<file path="src/verilog/slc_pkg.sv">
// Package with register map, codes and timing for the sleep controller
`default_nettype none
package slc_pkg;
  localparam logic [3:0] SLC_CTRL_OFFSET   = 4'h0;
  localparam int         SLC_SEN_POS       = 0;
  localparam int         SLC_MODE_LSB      = 1;
  localparam logic [7:0] SLC_CTRL_RESET    = 8'h00;
  localparam logic [1:0] SLC_MODE_IDLE     = 2'h0;
  localparam logic [1:0] SLC_MODE_STANDBY  = 2'h1;
  localparam logic [1:0] SLC_MODE_POWER_DOWN_CODE    = 2'h2;
  localparam logic [1:0] SLC_MODE_RESERVED = 2'h3;
  localparam logic [1:0] SLC_BOD_WAIT_CODE = 2'h3;
  localparam logic [2:0] SLC_WAKE_CYCLES   = 3'h6;

  typedef enum logic [1:0] {
    SLC_ACTIVE,
    SLC_ASLEEP,
    SLC_OSC_WAIT,
    SLC_LATENCY
  } slc_state_e;

  // Interrupt requests that are already enabled at their source
  typedef struct packed {
    logic pin;
    logic twi_match;
    logic usart_sof;
    logic adc_window;
    logic rtc;
    logic periodic_interrupt_timer;
    logic type_b_timer;
    logic other;
  } slc_wake_s;

  // Run-in-standby settings of the peripherals
  typedef struct packed {
    logic usart;
    logic adc;
    logic rtc;
  } slc_rsb_s;

  // Clock and oscillator enables
  typedef struct packed {
    logic cpu_clk_en;
    logic per_clk_en;
    logic rtc_clk_en;
    logic adc_clk_en;
    logic pit_clk_en;
    logic wdt_clk_en;
    logic main_osc_en;
    logic rtc_osc_en;
    logic wdt_osc_en;
    logic ulp_osc_en;
  } slc_gate_s;
endpackage
`default_nettype wire

</file>
<file path="src/verilog/slc_sleep_controller.sv">
// Sleep mode controller with Avalon-MM control register
`default_nettype none
module slc_sleep_controller
  import slc_pkg::*;
(
  input  wire logic        clk,
  input  wire logic        resetn,
  input  wire logic [3:0]  avs_address,
  input  wire logic        avs_read,
  input  wire logic        avs_write,
  input  wire logic [31:0] avs_writedata,
  input  wire logic [3:0]  avs_byteenable,
  output logic      [31:0] avs_readdata,
  output logic             avs_waitrequest,
  input  wire logic        sleep_instr,
  input  wire logic        global_irq_en,
  input  wire slc_wake_s   wake_req,
  input  wire slc_rsb_s    run_in_standby,
  input  wire logic        dbg_break,
  input  wire logic [1:0]  brownout_config_fuse,
  input  wire logic        bod_uses_ulp,
  input  wire logic        wdt_uses_ulp,
  input  wire logic        main_osc_ready,
  input  wire logic        brownout_ready,
  output slc_gate_s        gate,
  output logic             sleeping,
  output logic             resume
);
  slc_state_e  state_reg, state_next;
  logic [1:0]  mode_reg, mode_next;
  logic        sen_reg, sen_next;
  logic [1:0]  sleep_mode_select_reg, sleep_mode_select_next;
  logic [2:0]  cnt_reg, cnt_next;
  logic        resume_reg, resume_next;
  slc_gate_s   gate_reg, gate_next;
  logic        ack_reg, ack_next;
  logic [31:0] rdata_reg, rdata_next;
  logic        osc_meta_reg, osc_sync_reg;
  logic        bod_meta_reg, bod_sync_reg;
  logic        hit;
  logic        irq_ok;
  logic        wake;
  logic        bod_ok;

  // Bus slave: one wait cycle, then answer
  assign hit             = avs_address == SLC_CTRL_OFFSET;
  assign avs_waitrequest = (avs_read | avs_write) & ~ack_reg;
  assign avs_readdata    = rdata_reg;

  always_comb begin
    ack_next   = (avs_read | avs_write) & ~ack_reg;
    rdata_next = rdata_reg;
    sen_next   = sen_reg;
    sleep_mode_select_next = sleep_mode_select_reg;
    if (avs_read & ~ack_reg) begin
      rdata_next = '0;
      if (hit) begin
        rdata_next[SLC_SEN_POS] = sen_reg;
        rdata_next[SLC_MODE_LSB +: 2] = sleep_mode_select_reg;
      end
    end
    if (avs_write & ack_reg & hit & avs_byteenable[0]) begin
      sen_next   = avs_writedata[SLC_SEN_POS];
      sleep_mode_select_next = avs_writedata[SLC_MODE_LSB +: 2];
    end
  end

  always_ff @(posedge clk or negedge resetn) begin
    if (!resetn) begin
      ack_reg   <= 1'b0;
      rdata_reg <= '0;
      sen_reg   <= SLC_CTRL_RESET[SLC_SEN_POS];
      sleep_mode_select_reg <= SLC_CTRL_RESET[SLC_MODE_LSB +: 2];
    end else begin
      ack_reg   <= ack_next;
      rdata_reg <= rdata_next;
      sen_reg   <= sen_next;
      sleep_mode_select_reg <= sleep_mode_select_next;
    end
  end

  // Analog ready levels cross in through two flip-flops
  always_ff @(posedge clk or negedge resetn) begin
    if (!resetn) begin
      osc_meta_reg <= 1'b0;
      osc_sync_reg <= 1'b0;
      bod_meta_reg <= 1'b0;
      bod_sync_reg <= 1'b0;
    end else begin
      osc_meta_reg <= main_osc_ready;
      osc_sync_reg <= osc_meta_reg;
      bod_meta_reg <= brownout_ready;
      bod_sync_reg <= bod_meta_reg;
    end
  end

  // Wake qualification per sleep mode
  always_comb begin
    case (mode_reg)
      SLC_MODE_IDLE: irq_ok = |wake_req;
      SLC_MODE_STANDBY: irq_ok = wake_req.pin | wake_req.twi_match
        | wake_req.type_b_timer | wake_req.periodic_interrupt_timer
        | (wake_req.usart_sof & run_in_standby.usart)
        | (wake_req.adc_window & run_in_standby.adc)
        | (wake_req.rtc & run_in_standby.rtc);
      SLC_MODE_POWER_DOWN_CODE: irq_ok = wake_req.pin | wake_req.twi_match
        | wake_req.periodic_interrupt_timer;
      default: irq_ok = 1'b0;
    endcase
  end

  assign wake   = dbg_break | (global_irq_en & irq_ok);
  assign bod_ok = (brownout_config_fuse != SLC_BOD_WAIT_CODE)
                | bod_sync_reg;

  always_comb begin
    state_next  = state_reg;
    mode_next   = mode_reg;
    cnt_next    = cnt_reg;
    resume_next = 1'b0;
    case (state_reg)
      SLC_ACTIVE: begin
        if (sleep_instr & sen_reg
            & (sleep_mode_select_reg != SLC_MODE_RESERVED)) begin
          state_next = SLC_ASLEEP;
          mode_next  = sleep_mode_select_reg;
        end
      end
      SLC_ASLEEP: begin
        if (wake) begin
          if (mode_reg == SLC_MODE_IDLE) begin
            state_next = SLC_LATENCY;
            cnt_next   = SLC_WAKE_CYCLES - 3'h1;
          end else begin
            state_next = SLC_OSC_WAIT;
          end
        end
      end
      SLC_OSC_WAIT: begin
        if (osc_sync_reg) begin
          state_next = SLC_LATENCY;
          cnt_next   = SLC_WAKE_CYCLES - 3'h1;
        end
      end
      SLC_LATENCY: begin
        if (cnt_reg != 3'h0) begin
          cnt_next = cnt_reg - 3'h1;
        end else if (bod_ok) begin
          state_next  = SLC_ACTIVE;
          resume_next = 1'b1;
        end
      end
      default: state_next = SLC_ACTIVE;
    endcase
  end

  // Gates follow the state being entered
  always_comb begin
    gate_next = '1;
    if (state_next != SLC_ACTIVE) begin
      gate_next.cpu_clk_en = 1'b0;
    end
    if (state_next == SLC_ASLEEP) begin
      case (mode_next)
        SLC_MODE_STANDBY: begin
          gate_next.per_clk_en  = run_in_standby.usart
                                | run_in_standby.adc;
          gate_next.adc_clk_en  = run_in_standby.adc;
          gate_next.rtc_clk_en  = run_in_standby.rtc;
          gate_next.main_osc_en = run_in_standby.usart
                                | run_in_standby.adc;
          gate_next.rtc_osc_en  = run_in_standby.rtc;
        end
        SLC_MODE_POWER_DOWN_CODE: begin
          gate_next.per_clk_en  = 1'b0;
          gate_next.adc_clk_en  = 1'b0;
          gate_next.rtc_clk_en  = 1'b0;
          gate_next.main_osc_en = 1'b0;
          gate_next.rtc_osc_en  = bod_uses_ulp | wdt_uses_ulp;
          gate_next.ulp_osc_en  = bod_uses_ulp | wdt_uses_ulp;
        end
        default: ;
      endcase
    end
  end

  // Gates are registered so that clock enables never glitch on a
  // combinational wake path; the cost is one cycle before they change.
  // Reset from any state restarts in active mode
  always_ff @(posedge clk or negedge resetn) begin
    if (!resetn) begin
      state_reg  <= SLC_ACTIVE;
      mode_reg   <= SLC_MODE_IDLE;
      cnt_reg    <= 3'h0;
      resume_reg <= 1'b0;
      gate_reg   <= '1;
    end else begin
      state_reg  <= state_next;
      mode_reg   <= mode_next;
      cnt_reg    <= cnt_next;
      resume_reg <= resume_next;
      gate_reg   <= gate_next;
    end
  end

  assign gate     = gate_reg;
  assign resume   = resume_reg;
  assign sleeping = state_reg != SLC_ACTIVE;

  AST_ENTER: assert property (@(posedge clk) disable iff (!resetn)
    state_reg == SLC_ACTIVE && sleep_instr && sen_reg
    && sleep_mode_select_reg != SLC_MODE_RESERVED
    |=> state_reg == SLC_ASLEEP && mode_reg == $past(sleep_mode_select_reg))
    else $error("Sleep not entered");

  AST_SEN_CLEAR: assert property (@(posedge clk) disable iff (!resetn)
    state_reg == SLC_ACTIVE && sleep_instr && !sen_reg
    |=> state_reg == SLC_ACTIVE && gate.cpu_clk_en)
    else $error("Sleep entered with enable clear");

  AST_RESERVED: assert property (@(posedge clk) disable iff (!resetn)
    state_reg == SLC_ACTIVE && sleep_mode_select_reg == SLC_MODE_RESERVED
    |=> state_reg == SLC_ACTIVE)
    else $error("Reserved mode entered sleep");

  AST_BREAK_WAKE: assert property (@(posedge clk) disable iff (!resetn)
    state_reg == SLC_ASLEEP && dbg_break |=> state_reg != SLC_ASLEEP)
    else $error("Debug break did not wake");

  AST_NO_IRQ: assert property (@(posedge clk) disable iff (!resetn)
    state_reg == SLC_ASLEEP && !global_irq_en && !dbg_break
    |=> state_reg == SLC_ASLEEP)
    else $error("Woke without enabled interrupt");

  AST_POWER_DOWN_CODE_SOF: assert property (@(posedge clk) disable iff (!resetn)
    state_reg == SLC_ASLEEP && mode_reg == SLC_MODE_POWER_DOWN_CODE && !dbg_break
    && !wake_req.pin && !wake_req.twi_match && !wake_req.periodic_interrupt_timer
    |=> state_reg == SLC_ASLEEP)
    else $error("Power-down woke on wrong source");

  AST_IDLE_LAT: assert property (@(posedge clk) disable iff (!resetn)
    state_reg == SLC_ASLEEP && mode_reg == SLC_MODE_IDLE && wake
    && brownout_config_fuse != SLC_BOD_WAIT_CODE
    |=> (state_reg == SLC_LATENCY && !resume) [*6] ##1 resume)
    else $error("Idle wake latency not six cycles");

  AST_BOD_HOLD: assert property (@(posedge clk) disable iff (!resetn)
    state_reg == SLC_LATENCY && cnt_reg == 3'h0 && !bod_sync_reg
    && brownout_config_fuse == SLC_BOD_WAIT_CODE
    |=> state_reg == SLC_LATENCY && !resume)
    else $error("Resumed before brown-out ready");

  AST_POWER_DOWN_CODE_GATES: assert property (@(posedge clk) disable iff (!resetn)
    state_reg == SLC_ASLEEP && mode_reg == SLC_MODE_POWER_DOWN_CODE
    |-> !gate.per_clk_en && !gate.main_osc_en && gate.pit_clk_en
        && gate.wdt_clk_en && !gate.cpu_clk_en)
    else $error("Power-down gating wrong");

  AST_IDLE_GATES: assert property (@(posedge clk) disable iff (!resetn)
    state_reg == SLC_ASLEEP && mode_reg == SLC_MODE_IDLE
    |-> !gate.cpu_clk_en && gate.per_clk_en && gate.main_osc_en)
    else $error("Idle gating wrong");

  AST_STBY_ADC: assert property (@(posedge clk) disable iff (!resetn)
    state_reg == SLC_ASLEEP && $past(state_reg) == SLC_ASLEEP
    && mode_reg == SLC_MODE_STANDBY
    |-> gate.adc_clk_en == $past(run_in_standby.adc))
    else $error("Standby converter gating wrong");

  // Peripheral clock in standby follows the usart and adc run-in-standby settings
  AST_STBY_PER: assert property (@(posedge clk) disable iff (!resetn)
    state_reg == SLC_ASLEEP && $past(state_reg) == SLC_ASLEEP
    && mode_reg == SLC_MODE_STANDBY
    |-> gate.per_clk_en
        == $past(run_in_standby.usart | run_in_standby.adc))
    else $error("Standby peripheral gating wrong");

  // Type B timer wakes from standby without a run-in-standby condition
  AST_STBY_TCB: assert property (@(posedge clk) disable iff (!resetn)
    state_reg == SLC_ASLEEP && mode_reg == SLC_MODE_STANDBY
    && global_irq_en && wake_req.type_b_timer
    |=> state_reg == SLC_OSC_WAIT)
    else $error("Standby did not wake on timer");

  // Start-of-frame alone must not wake a standby with the serial unit off
  AST_STBY_SOF: assert property (@(posedge clk) disable iff (!resetn)
    state_reg == SLC_ASLEEP && mode_reg == SLC_MODE_STANDBY && !dbg_break
    && !run_in_standby.usart && 8'(wake_req) == 8'h20
    |=> state_reg == SLC_ASLEEP)
    else $error("Standby woke on gated source");

  // Pin change wakes from power-down
  AST_POWER_DOWN_CODE_PIN: assert property (@(posedge clk) disable iff (!resetn)
    state_reg == SLC_ASLEEP && mode_reg == SLC_MODE_POWER_DOWN_CODE
    && global_irq_en && wake_req.pin
    |=> state_reg == SLC_OSC_WAIT)
    else $error("Power-down did not wake on pin");

  // No latency count starts before the oscillator is stable
  AST_OSC_WAIT: assert property (@(posedge clk) disable iff (!resetn)
    state_reg == SLC_OSC_WAIT && !osc_sync_reg |=> state_reg == SLC_OSC_WAIT)
    else $error("Left oscillator wait early");

  // Latency counter steps down by one each cycle
  AST_LAT_STEP: assert property (@(posedge clk) disable iff (!resetn)
    state_reg == SLC_LATENCY && cnt_reg != 3'h0
    |=> state_reg == SLC_LATENCY && cnt_reg == $past(cnt_reg) - 3'h1)
    else $error("Latency count skipped");

  // Resume is a single-cycle pulse
  AST_RESUME_ONE: assert property (@(posedge clk) disable iff (!resetn)
    resume |=> !resume)
    else $error("Resume pulse too long");

  CVR_IDLE: cover property (@(posedge clk) disable iff (!resetn)
    state_reg == SLC_ASLEEP && mode_reg == SLC_MODE_IDLE ##[1:50] resume);
  CVR_POWER_DOWN_CODE: cover property (@(posedge clk) disable iff (!resetn)
    state_reg == SLC_OSC_WAIT && mode_reg == SLC_MODE_POWER_DOWN_CODE ##[1:50] resume);
  CVR_BREAK: cover property (@(posedge clk) disable iff (!resetn)
    state_reg == SLC_ASLEEP && dbg_break && !global_irq_en);
  CVR_STBY: cover property (@(posedge clk) disable iff (!resetn)
    state_reg == SLC_OSC_WAIT && mode_reg == SLC_MODE_STANDBY
    ##[1:50] resume);
  CVR_BOD: cover property (@(posedge clk) disable iff (!resetn)
    state_reg == SLC_LATENCY && cnt_reg == 3'h0 && !bod_sync_reg);
endmodule
`default_nettype wire

</file>
<file path="config.mk">
export PLATFORM = sky130hd
export DESIGN_NAME = slc_sleep_controller
export DESIGN_NICKNAME = d
export VERILOG_FILES = /design/src/verilog/slc_pkg.sv /design/src/verilog/slc_sleep_controller.sv
export SDC_FILE = /design/constraint.sdc
export NUM_CORES = 1
export LEC_CHECK = 0
export ABC_CLOCK_PERIOD_IN_PS = 2300
export BUFFER_PORTS_ARGS = -buffer_cell sky130_fd_sc_hd__buf_2
export CAP_MARGIN = 20
export CORE_ASPECT_RATIO = 1.1
export CORE_MARGIN = 2
export CORE_UTILIZATION = 40
export DETAILED_ROUTE_END_ITERATION = 7
export HOLD_SLACK_MARGIN = 0.02
export PLACE_DENSITY = 0.9
export SYNTH_ARGS = -nofsm -noshare
export SYNTH_HDL_FRONTEND = slang
export SYNTH_SLANG_ARGS = --single-unit
</file>
<file path="constraint.sdc">
create_clock -name clk -period 2.3 [get_ports clk]
set_input_delay 0.115 -clock clk [delete_from_list [all_inputs] [get_ports clk]]
set_output_delay 0.115 -clock clk [all_outputs]
set_load 0.01 [all_outputs]
</file>
==> results of run 1 <==
==> final timing paths <==
| kind | end | slack, ns | cells past startpoint |
|---|---|---|---|
| setup / recovery | gate[3]$_DFF_PN1_ | 0.21 | 7 |
| hold / removal | gate[2]$_DFF_PN1_ | 0.04 | 3 |
| setup reg to reg | gate[3]$_DFF_PN1_ | 0.21 | 7 |
| hold reg to reg | bod_sync_reg$_DFF_PN0_ | 0.36 | 0 |
| max in group asynchronous | gate[9]$_DFF_PN1_ | 1.62 | 2 |
| min in group asynchronous | resume$_DFF_PN0_ | 0.30 | 2 |
==> metrics by stage <==
stage	util, %	instances	total power, mW
6_report	50.0	243	1.21
4_1_cts	50.0	243	1.22
2_1_floorplan	-	173	0.929
3_5_place_dp	46.8	231	1.01
5_1_grt	50.0	243	1.30
3_3_place_gp	46.8	231	0.986
==> cells by family (layout without fill, tap and decap cells) <==
logic type / after synthesis / count (layout) / share of synthesized area, %
buffers and inverters: 42 / 64 / 19.5
AND/OR/NAND/NOR: 35 / 35 / 14.0
AO/OA/AOI/OAI: 27 / 27 / 12.4
flip-flops: 25 / 25 / 43.5
multiplexers: 7 / 7 / 6.02
adder cells (fa/ha/maj): 4 / 4 / 3.44
other: 2 / 32 / 0.516
XOR/XNOR: 1 / 1 / 0.602
==> cell usage in the layout, fill, tap and decap left out, types with 2 or more instances in the layout <==
master,Yosys,layout
sky130_fd_sc_hd__dfrtp_1,19,19
sky130_fd_sc_hd__a21oi_1,11,11
sky130_fd_sc_hd__nor3b_2,2,2
sky130_fd_sc_hd__nor3_1,2,2
sky130_fd_sc_hd__a211oi_1,2,2
sky130_fd_sc_hd__nor2_1,7,7
sky130_fd_sc_hd__mux2i_1,2,2
sky130_fd_sc_hd__nand3_1,3,3
sky130_fd_sc_hd__clkbuf_4,0,3
sky130_fd_sc_hd__dlygate4sd3_1,0,8
sky130_fd_sc_hd__a31oi_1,2,2
sky130_fd_sc_hd__inv_1,7,7
sky130_fd_sc_hd__nand2_1,11,11
sky130_fd_sc_hd__nand2b_1,2,2
sky130_fd_sc_hd__buf_2,2,44
sky130_fd_sc_hd__dfstp_2,6,6
sky130_fd_sc_hd__o21ai_0,5,5
sky130_fd_sc_hd__mux2_1,3,3
sky130_fd_sc_hd__ha_1,4,4
sky130_fd_sc_hd__conb_1,2,32
==> final cells by class <==
type,instances,share of cell area (%)
multi-input cells,106,38.1
clock inverters,1,0.440
inverters,7,1.54
flip-flops and latches,25,37.1
repair buffers,53,18.0
well taps,48,3.52
clock buffers,3,1.32
==> metal layers <==
metal / up-vias / routed length (um) / GRT usage (%)
li1: 524 / - / -
met1: 495 / 1040 / 15.8
met2: 46 / 1420 / 23.7
met3: 2 / 188 / 2.30
met4: 0 / 15 / 4.79
met5: - / 0 / 0
==> timing repair <==
| item | CTS | global route |
|---|---|---|
| hold endpoints to repair | 25 | 0 |
| hold buffers | 8 | 0 |
| gates resized for setup | 0 | 0 |
| setup buffers | 0 | 0 |
==> critical path: stages, from the launching register on <==
cell                      delay [ns]
sky130_fd_sc_hd__dfrtp_1        0.50
sky130_fd_sc_hd__nor2_2         0.29
sky130_fd_sc_hd__nand4_2        0.25
sky130_fd_sc_hd__mux2i_1        0.29
sky130_fd_sc_hd__inv_1          0.10
sky130_fd_sc_hd__ha_1           0.26
sky130_fd_sc_hd__mux2_2         0.29
sky130_fd_sc_hd__nand2_1        0.07
==> power breakdown <==
part | internal [mW] | leakage [nW] | total (mW) | switching, mW
registers | 0.516 | 0.300 | 0.573 | 0.0570
clock network | 0.0663 | 0.0139 | 0.200 | 0.134
logic | 0.197 | 0.531 | 0.435 | 0.238
==> summary by stage, run 1 <==
Clock tree
In this run the number of H-tree levels came out at 1. The clock insertion delay at the later pin of the skew report is 0.32 ns. The clock sink total is 25.

Counting along the longest clock path gives a buffer depth of 2. In this run, CTS created clock tree buffers numbering 3. The clock transition at the registers of the reported paths is around 0.14 ns.

TritonCTS built the clock tree. The root buffer selected by CTS is sky130_fd_sc_hd__clkbuf_4.

STA
Based on the critical path, the design can be clocked at up to 477 MHz. The clock arrives with between 0.006 and 0.007 ns of skew. The worst hold margin is 0.0435 ns. The final worst-path setup slack is around 0.2 ns. The slew at the pin with the worst max-slew slack is 0.556 ns.

Adding up every negative setup slack in the final design gives 0 ns. The number of endpoints failing setup at the final stage is 0. Setup repair after global routing left no endpoint under its margin. The number of slew-limit violations in the final report is 0. The final critical path takes up 91.1% of the cycle.

The number of hold violations in the final report is 0. The headroom to the max-slew limit is 62.9%. The shortest period the worst path allows is around 2.1 ns.

Synth
The area share of the largest cell type after synthesis is between 30% and 40%. Synthesis handed over a netlist of 143 instances. Summing every instance area after synthesis gives between 1000 and 1500 sq um.

Ranked by total cell area, the synthesized netlist is headed by sky130_fd_sc_hd__dfrtp_1 33%, sky130_fd_sc_hd__buf_4 17%, sky130_fd_sc_hd__dfstp_2 11%, sky130_fd_sc_hd__a21oi_1 3.8%, sky130_fd_sc_hd__ha_1 3.4%. In the post-synthesis netlist, the cell with the most instances is sky130_fd_sc_hd__buf_4. A synthesized cell averages 10.2 sq um. By count the netlist is led by 33 x sky130_fd_sc_hd__buf_4, 19 x sky130_fd_sc_hd__dfrtp_1, 11 x sky130_fd_sc_hd__a21oi_1, 11 x sky130_fd_sc_hd__nand2_1.

Summed over all instances, the cell type with the most area after synthesis is sky130_fd_sc_hd__dfrtp_1. The Yosys step of the flow raised 0 warnings. The synthesized netlist contains 37 unique library cells. After synthesis the netlist holds a flip-flop and latch count of 25. After synthesis, flip-flops and latches occupy 43.5% of the total area.

For this run, the leading register cell type out of synthesis is sky130_fd_sc_hd__dfrtp_1. The number of synthesized flops with an enable pin is 0. The async set-reset flop share out of synthesis is 100%.

Final layout
The register with the most flip-flops in the layout has 6 of them. The multi-input logic area is 651 sq um. Cells with a size suffix above 1 make up 33.3% of the layout. 0 antenna diodes ended up in the layout.

Relative to the synthesized area, the layout overhead comes to 17.4%. Registers take between 600 and 700 sq um. The final net count is roughly 260. The area of all placed cells without fillers is 1710 sq um. After filler insertion, the fill cell instance count of the layout stands at 357.

Routing
The final layout contains routed wiring with a total length of ~2700 um. The via count is roughly 1100. The count of TritonRoute iterations in the first routing pass is 4. After detailed routing, the average wire length per cell comes to around 11 um. The ratio of routed vias to standard cells is 4.39. The starting DRC count in detailed routing is 23. The count of nets left with antenna violations once routing finished came out at 0. After detailed routing, the number of remaining DRC violations is 0.

Hold path
The path class of the tightest hold or removal check is in2reg. In this run the most critical hold path is launched from wdt_uses_ulp.

Place
Summed over all nets, the half-perimeter wirelength after detailed placement is 2150 um. The total of buffers placed on input and output ports is 44. The total placed instance area is between 1500 and 2000 sq um. At the placement stage, the worst setup path has a slack of approximately 0.24 ns.

The global placer's final weighted congestion is 0.684.

Global routing
Global routing finished with a remaining overflow of 0. Global routing consumed, over all layers together, 13.3% of the routing resources. The global-route wire length before repair is between 4000 and 5000 um. The via count of the first global-routing pass is about 950. The initial antenna violation count came to 0.

The maximum number of pins on one net before global-route repair is 26.

Critical path
The critical path startpoint category is a flip-flop. The worst endpoint required time is 2.57 ns. The launch instance of the worst register-to-register path is state_reg[0]$_DFF_PN0_. The critical path in this run is classified as reg2reg. The peak fanout along the critical path is 10. The critical path capture point type is a flip-flop. The timing startpoint of the critical path is state_reg[0]$_DFF_PN0_. The arrival time of the worst setup path is 2.37 ns.

Die
The floorplan step defined a core boundary enclosing 3410 sq um. Once the floorplan was initialized, standard cells occupied between 40% and 50% of the core. In this run the vertical extent of the chip is 67.3 um. The floorplan step defined a die boundary enclosing 4140 sq um. The initialized floorplan defines 22 standard-cell rows. The horizontal extent of the die is 61.5 um. During I/O placement, the number of pins put on the boundary was about 110.

Pwr
The power density normalized to cell area is 708 nW/um^2. IR analysis of the VDD net gives a maximum drop of 0.000339 V. The leakage dissipation is 0.844 nW.

Flow run
The number of violations of the max-capacitance limit is 0.

Run status
The flow ran to the end, and the final reports show no timing, DRC or antenna violations.
Note: power is estimated with default switching activity, not from simulation.
==> inputs of run 2 (changes only) <==
Settings changed: ABC_CLOCK_PERIOD_IN_PS 2300 to 1800, CORE_UTILIZATION 40 to 36, GPL_TIMING_DRIVEN from default to 0, PLACE_DENSITY 0.9 to 0.86.
Clock period 2.3 ns to 1.8 ns, I/O delays scaled along.
==> run 2 against run 1 <==
Compared with the run above: cell area is 23% higher; setup slack lost 0.18 ns; first-iteration DRC count rose by 39%; clock skew shrank 0.0010 ns; sequential power rose by 27%; register-to-register slack lost 0.18 ns; largest power group unchanged.
==> summary by stage, run 2 (same netlist as run 1, synthesis figures left out) <==
STA
The number of slew-limit violations in the final report is 0. After layout, the minimum clock period comes to 1.77 ns. The number of endpoints failing setup at the final stage is 0.

The maximum clock frequency is 565 MHz. Of the available clock period, the critical path in the final layout requires 98.4%. Hold timing on the final database bottoms out at a slack of 0.0299 ns. The accumulated negative setup slack is 0 ns. At the pin with the least slew margin, the transition time is 0.558 ns. The number of hold violations in the final report is 0. The final worst-path setup slack is 0.0296 ns. The headroom to the max-slew limit is 62.8%.

The maximum clock skew at final layout is between 0.005 and 0.006 ns. Setup repair after global routing could not meet its margin everywhere.

Final layout
The multi-input logic area is approximately 720 sq um. The area of all sequential standard cells is 633 sq um. The repair_antennas step left the layout with diodes totalling 0. The final net count is 304. Of the cells placed in the final design, the portion with a size suffix greater than 1 is between 50% and 60%.

The layout overhead on the synthesized area is 44.2%. The number of flip-flops in the largest register is 6. Fill cells in the final layout number between 300 and 400. Leaving out fill and tap cells, the most frequent cell in the layout is sky130_fd_sc_hd__buf_2. In the layout the commonest cells are 45 x sky130_fd_sc_hd__buf_2, 43 x sky130_fd_sc_hd__buf_4, 32 x sky130_fd_sc_hd__conb_1.

Hold path
The min-delay analysis places its worst path in the category in2reg. Counting instances, the worst hold path has a depth of 3. The startpoint identified for the worst hold timing path is bod_uses_ulp. The path with the worst hold slack has its endpoint at gate[0]$_DFF_PN1_.

Routing
The first detailed-routing pass took 4 iterations. After the first detailed-routing iteration, the DRC count stood at 32. The residual antenna-violating net count after detailed routing is 0. The routed length per placed instance is about 11 um.

After detailed routing, the number of remaining DRC violations is 0. The ratio of routed vias to standard cells is approximately 4.2. The via count is 1209. The aggregate routed wire length is 3120 um.

Clock tree
The clock sink total is 25. No sink is reached through more buffers than the 2 on the longest clock path. The number of clock buffers added by TritonCTS is 3. TritonCTS built the clock tree.

Clock-pin slew was measured on the worst setup and hold paths at 0.09 ns. For the worst-skew pair, the clock arrives at the later sink with an insertion delay of ~0.27 ns. CTS built an H-tree with a depth of 1.

The root buffer selected by CTS is sky130_fd_sc_hd__clkbuf_8.

Die
The placeable core area is 3930 sq um. The die covers around 4600 sq um. The initialized floorplan defines 24 standard-cell rows. The horizontal extent of the die is 64.6 um. between 100 and 150 I/O pins were placed.

The die is 70.7 um tall. The initial utilization of the core area, before any placement, comes to between 30% and 40%.

Critical path
The worst register-to-register path has a depth of 8. In this run the critical register-to-register path is captured at gate[3]$_DFF_PN1_. The reg-to-reg setup timing slack is about 0.03 ns. The arrival time of the worst setup path is 1.99 ns. The launch instance of the worst register-to-register path is state_reg[0]$_DFF_PN0_. The critical path startpoint category is a flip-flop.

At the worst endpoint, the required time is about 2.0 ns. The critical path capture point type is a flip-flop. In this run the worst path has a maximum fanout of 7. The classification of the worst setup path is reg2reg.

Flow run
Max-cap violations in this run came to 0.

Place
Buffers placed on the I/O ports in this run total 44. Before CTS, the worst setup slack after placement is -0.104 ns. At the end of routability-driven placement, the weighted congestion stood at roughly 0.75.

Global routing
The maximum number of pins on one net before global-route repair is 26. The first global-routing pass estimated 4750 um of wire. The overall global routing resource usage is 13.2%. The total grt overflow is 0. The initial antenna violation count came to 0. The via count of the first global-routing pass is 1106.

Pwr
The worst supply voltage drop on vdd is 0.000346 V. The power density normalized to cell area is 855 nW/um^2. The leakage dissipation is 1.05 nW.

Run status
The flow ran to the end, and the final reports show no timing, DRC or antenna violations.
==> run 2: how the worst max path moves through the flow <==
| stage | slack (ns) | from | to | cells past startpoint |
|---|---|---|---|---|
| 2_1_floorplan | 0.06 | state_reg[0]$_DFF_PN0_ | gate[3]$_DFF_PN1_ | 8 |
| 3_3_place_gp | -0.06 | state_reg[0]$_DFF_PN0_ | gate[3]$_DFF_PN1_ | 8 |
| 3_5_place_dp | -0.10 | state_reg[0]$_DFF_PN0_ | gate[3]$_DFF_PN1_ | 8 |
| 4_1_cts | 0.01 | state_reg[0]$_DFF_PN0_ | gate[3]$_DFF_PN1_ | 8 |
| 5_1_grt | -0.07 | state_reg[0]$_DFF_PN0_ | gate[3]$_DFF_PN1_ | 8 |
| 6_report | 0.03 | state_reg[0]$_DFF_PN0_ | gate[3]$_DFF_PN1_ | 8 |
==> run 2: power breakdown <==
| part | switching [mW] | leakage (nW) | internal, mW |
|---|---|---|---|
| sequential | 0.0671 | 0.300 | 0.660 |
| clock | 0.191 | 0.0261 | 0.162 |
| combinational | 0.358 | 0.728 | 0.355 |
| total | 0.616 | 1.05 | 1.18 |
==> run 2: stage by stage <==
| stage | total power [mW] | utilization [%] | std cells | area [sq um] |
|---|---|---|---|---|
| after floorplan | 1.20 | - | 173 | 1580 |
| after global placement | 1.32 | 47.5 | 269 | 1870 |
| after detailed placement | 1.36 | 47.5 | 269 | 1870 |
| after CTS | 1.73 | 50.5 | 280 | 1990 |
| after global routing | 1.93 | 53.3 | 287 | 2100 |
| final | 1.79 | 53.3 | 287 | 2100 |
==> run 2: timing repair <==
action / 4_1_cts / 5_1_grt
hold buffers: 4 / 0
pin swaps: 2 / 3
endpoints found under the setup margin: 4 / 4
resized for setup: 2 / 15
hold endpoints to repair: 22 / 0
setup buffers: 3 / 7
==> run 2: routing by layer <==
metal / share of wire [%] / vias up / track usage (%)
li1: - / 608 / -
met1: 37 / 561 / 14.2
met2: 57 / 34 / 26.0
met3: 4.3 / 6 / 1.59
met4: 1.5 / 0 / 4.96
met5: 0 / - / 0
==> run 2: layout make-up <==
cell class	instances	area share [%]
Multi-Input combinational cell	106	34.5
Sequential cell	25	30.2
Timing Repair Buffer	58	16.0
Buffer	35	12.6
Tap cell	52	3.10
Clock buffer	3	1.97
Inverter	7	1.25
Clock inverter	1	0.417
==> run 2: worst max-delay path: stages (launching register included) <==
cell                      delay [ns]
sky130_fd_sc_hd__dfrtp_1        0.39
sky130_fd_sc_hd__buf_6          0.13
sky130_fd_sc_hd__nor2_4         0.14
sky130_fd_sc_hd__nand4_4        0.18
sky130_fd_sc_hd__mux2i_4        0.24
sky130_fd_sc_hd__inv_2          0.09
sky130_fd_sc_hd__ha_4           0.17
sky130_fd_sc_hd__mux2_4         0.31
sky130_fd_sc_hd__nand2_2        0.07
==> inputs of run 3 (changes only) <==
Settings changed: CORE_ASPECT_RATIO 1.1 to 0.9.
==> run 3 against run 2 <==
Compared with the run above: total power shrank 1.8%; highest routed layer unchanged; die area about the same; count of clock-buffer cells in the layout unchanged; first-iteration DRC count grew 22%; cell area is 2.8% lower.
==> summary by stage, run 3 (same netlist as run 1, synthesis figures left out) <==
Global routing
The overall global routing resource usage is 13.7%. Global routing consumed, on the met1 layer, 16.3% of the routing resources. The global-route wire length before repair is between 4000 and 5000 um. The initial antenna violation count is 0.

In the global route stage, met3 resource usage came out at 2.68%. The maximum number of pins on one net before global-route repair is 26. For this run, global-route usage on met2 was measured as 23.9%.

Global routing finished with a remaining overflow of 0. The via count of the first global-routing pass was 1100. In this run the most used layer during global routing was met2.

Clock tree
The H-tree level count is 1. Clock latency on the worst-skew pair, taken at its later pin, is 0.28 ns. For this design, the sink count on the clock tree is 25.

The clock tree from TritonCTS is built. Buffers inserted during clock tree synthesis total 3. The longest clock path from root to sink contains 2 buffers. Clock tree synthesis selected as its root buffer the cell sky130_fd_sc_hd__clkbuf_8. After clock tree synthesis, the clock-pin slew on the worst setup and hold paths is 0.10 ns.

Final layout
The number of antenna repair diodes is 0. The final layout contains 300 nets. In the layout the commonest cells are 45 x sky130_fd_sc_hd__buf_2, 40 x sky130_fd_sc_hd__buf_4, 32 x sky130_fd_sc_hd__conb_1.

Leaving out filler cells and counting taps, the final layout contains 277. Compared with the post-synthesis result, the final layout area differs by 40.2%. The number of flip-flops in the largest register is 6. The share of cells above drive strength 1 is 48.9%.

The most frequent standard cell in the layout excluding fill and tap cells is sky130_fd_sc_hd__buf_2.

Die
The floorplan step set the die width to 71.0 um. From bottom edge to top edge, the die measures ~64 um. The floorplan has 21 rows.

The placeable core area is approximately 3800 sq um. Once the floorplan was initialized, standard cells occupied a little under two fifths of the core. The floorplan die area is 4570 sq um. In this run the count of I/O pins placed on the die edge is between 100 and 150.

STA
The number of endpoints failing setup at the final stage is 0. The worst path uses slightly below 100% of the clock period. Adding up every negative setup slack in the final design gives 0 ns. For the pin with the worst max-slew slack, the measured transition is 0.547 ns. Once routing completed, OpenROAD measured the worst setup slack at about 0.026 ns.

Timing would allow up to 564 MHz. The number of slew-limit violations in the final report was 0. Headroom to the max-slew limit came out at 63.5%. The shortest period the worst path allows is 1.77 ns. The number of hold violations in the final report was 0.

The maximum clock skew at final layout is about 0.009 ns. The worst hold margin is 0.0279 ns.

Critical path
STA classifies the critical path endpoint as a flip-flop. The peak fanout along the critical path is 6. The largest individual stage delay along the critical path comes from the cell sky130_fd_sc_hd__dfrtp_1.

The worst setup path is launched from a flip-flop. The arrival time of the worst setup path is 1.97 ns. At the worst endpoint, the required time is 2.00 ns. The critical path's largest stage delay is 0.38 ns. The setup path with the least slack is of type reg2reg. Walking the worst path, the cells encountered are buf_6 > nor2_4 > nand4_4 > mux2i_2 > inv_1 > ha_4 > buf_4 > a21oi_2 > nand2_1.

Routing
The ratio of routed vias to standard cells is 4.22. The post-detailed-route DRC marker count is 0. The starting DRC count in detailed routing is 39.

The first TritonRoute pass finished after 4 iterations. After detailed routing, the total wire length is around 3100 um. The routed layout has between 1000 and 1500 vias.

The residual antenna-violating net count after detailed routing is 0. In the final routed layout, each cell accounts on average for between 10 and 15 um.

Pwr
Dividing total power by cell area gives a power density of 863 nW/um^2. For this design the static power due to leakage is 1.03 nW. The worst supply voltage drop on vdd is 0.000462 V.

The total power draw is about 1.8 mW.

Place
The half-perimeter wire length after placement is 2330 um. The placed instance count is 263. Port buffering added 44 buffers.

The congestion estimate from routability-driven global placement came to 0.740. The worst setup timing slack at the placement stage is -0.0940 ns.

Hold path
The min-delay analysis places its worst path in the category in2reg.

Flow run
The number of violations of the max-capacitance limit is 0.

Run status
The flow ran to the end, and the final reports show no timing, DRC or antenna violations.
==> run 3: changes by cell type in the layout (fill, tap and decap cells not counted) <==
cell and change:
sky130_fd_sc_hd__inv_1 +1, sky130_fd_sc_hd__a21oi_1 +1, sky130_fd_sc_hd__nand2_1 +1, sky130_fd_sc_hd__dlygate4sd3_1 -1
sky130_fd_sc_hd__mux2i_4 -1, sky130_fd_sc_hd__mux2i_2 +1, sky130_fd_sc_hd__mux2_4 -1, sky130_fd_sc_hd__nand2_2 -1
sky130_fd_sc_hd__a21oi_2 -1, sky130_fd_sc_hd__inv_2 -1, sky130_fd_sc_hd__mux2_2 +1, sky130_fd_sc_hd__buf_4 -3
==> run 3: repair_timing <==
| item | CTS | global route |
|---|---|---|
| setup buffers | 2 | 5 |
| pin swaps | 3 | 3 |
| hold buffers | 3 | 0 |
| resized for setup | 2 | 10 |
| endpoints found under the hold margin | 21 | 0 |
| endpoints found under the setup margin | 4 | 4 |
==> run 3: per-stage QoR <==
step / instance area, sq um / utilization (%)
floorplan: 1580 / -
global placement: 1860 / 48.8
detailed placement: 1860 / 48.8
CTS: 1960 / 51.5
global route: 2040 / 53.5
finish: 2040 / 53.5
==> run 3: layout make-up <==
| type | instances | area [sq um] |
|---|---|---|
| clock inverters | 1 | 8.76 |
| flip-flops and latches | 25 | 633 |
| multi-input cells | 106 | 706 |
| plain buffers | 35 | 264 |
| repair buffers | 54 | 303 |
| inverters | 7 | 26.3 |
| well taps | 46 | 57.6 |
| clock buffers | 3 | 41.3 |
| fillers | 343 | 1770 |
==> run 3: final timing paths <==
check	cells past startpoint	end	slack, ns	startpoint
max	9	gate[7]$_DFF_PN1_	0.03	state_reg[0]$_DFF_PN0_
min	2	sleep_mode_select_reg[1]$_DFFE_PN0P_	0.03	avs_writedata[2]
min reg2reg	0	bod_sync_reg$_DFF_PN0_	0.36	bod_meta_reg$_DFF_PN0_
min in group asynchronous	2	avs_readdata[1]$_DFFE_PN0P_	0.32	resetn
max in group asynchronous	2	gate[7]$_DFF_PN1_	1.10	resetn
max reg2reg	9	gate[7]$_DFF_PN1_	0.03	state_reg[0]$_DFF_PN0_
==> run 3: per-layer routing <==
| layer | wire [um] | up-vias |
|---|---|---|
| li1 | - | 596 |
| met1 | 1220 | 536 |
| met2 | 1660 | 33 |
| met3 | 182 | 5 |
| met4 | 49 | 0 |
| met5 | 0 | - |
==> run 3: power breakdown <==
part	internal, mW	leakage, nW	switching, mW
clock network	0.163	0.0261	0.193
logic	0.334	0.709	0.348
registers	0.660	0.300	0.0630
==> run 3: worst max-delay path: cells and delay by family, from the launching register on <==
family	cells	cell delay, ns
AOI/OAI and AO/OA	1	0.11
buffers and inverters	3	0.39
adders and majority gates	1	0.19
and+or+nand+nor	3	0.35
muxes	1	0.27
DFF	1	0.38
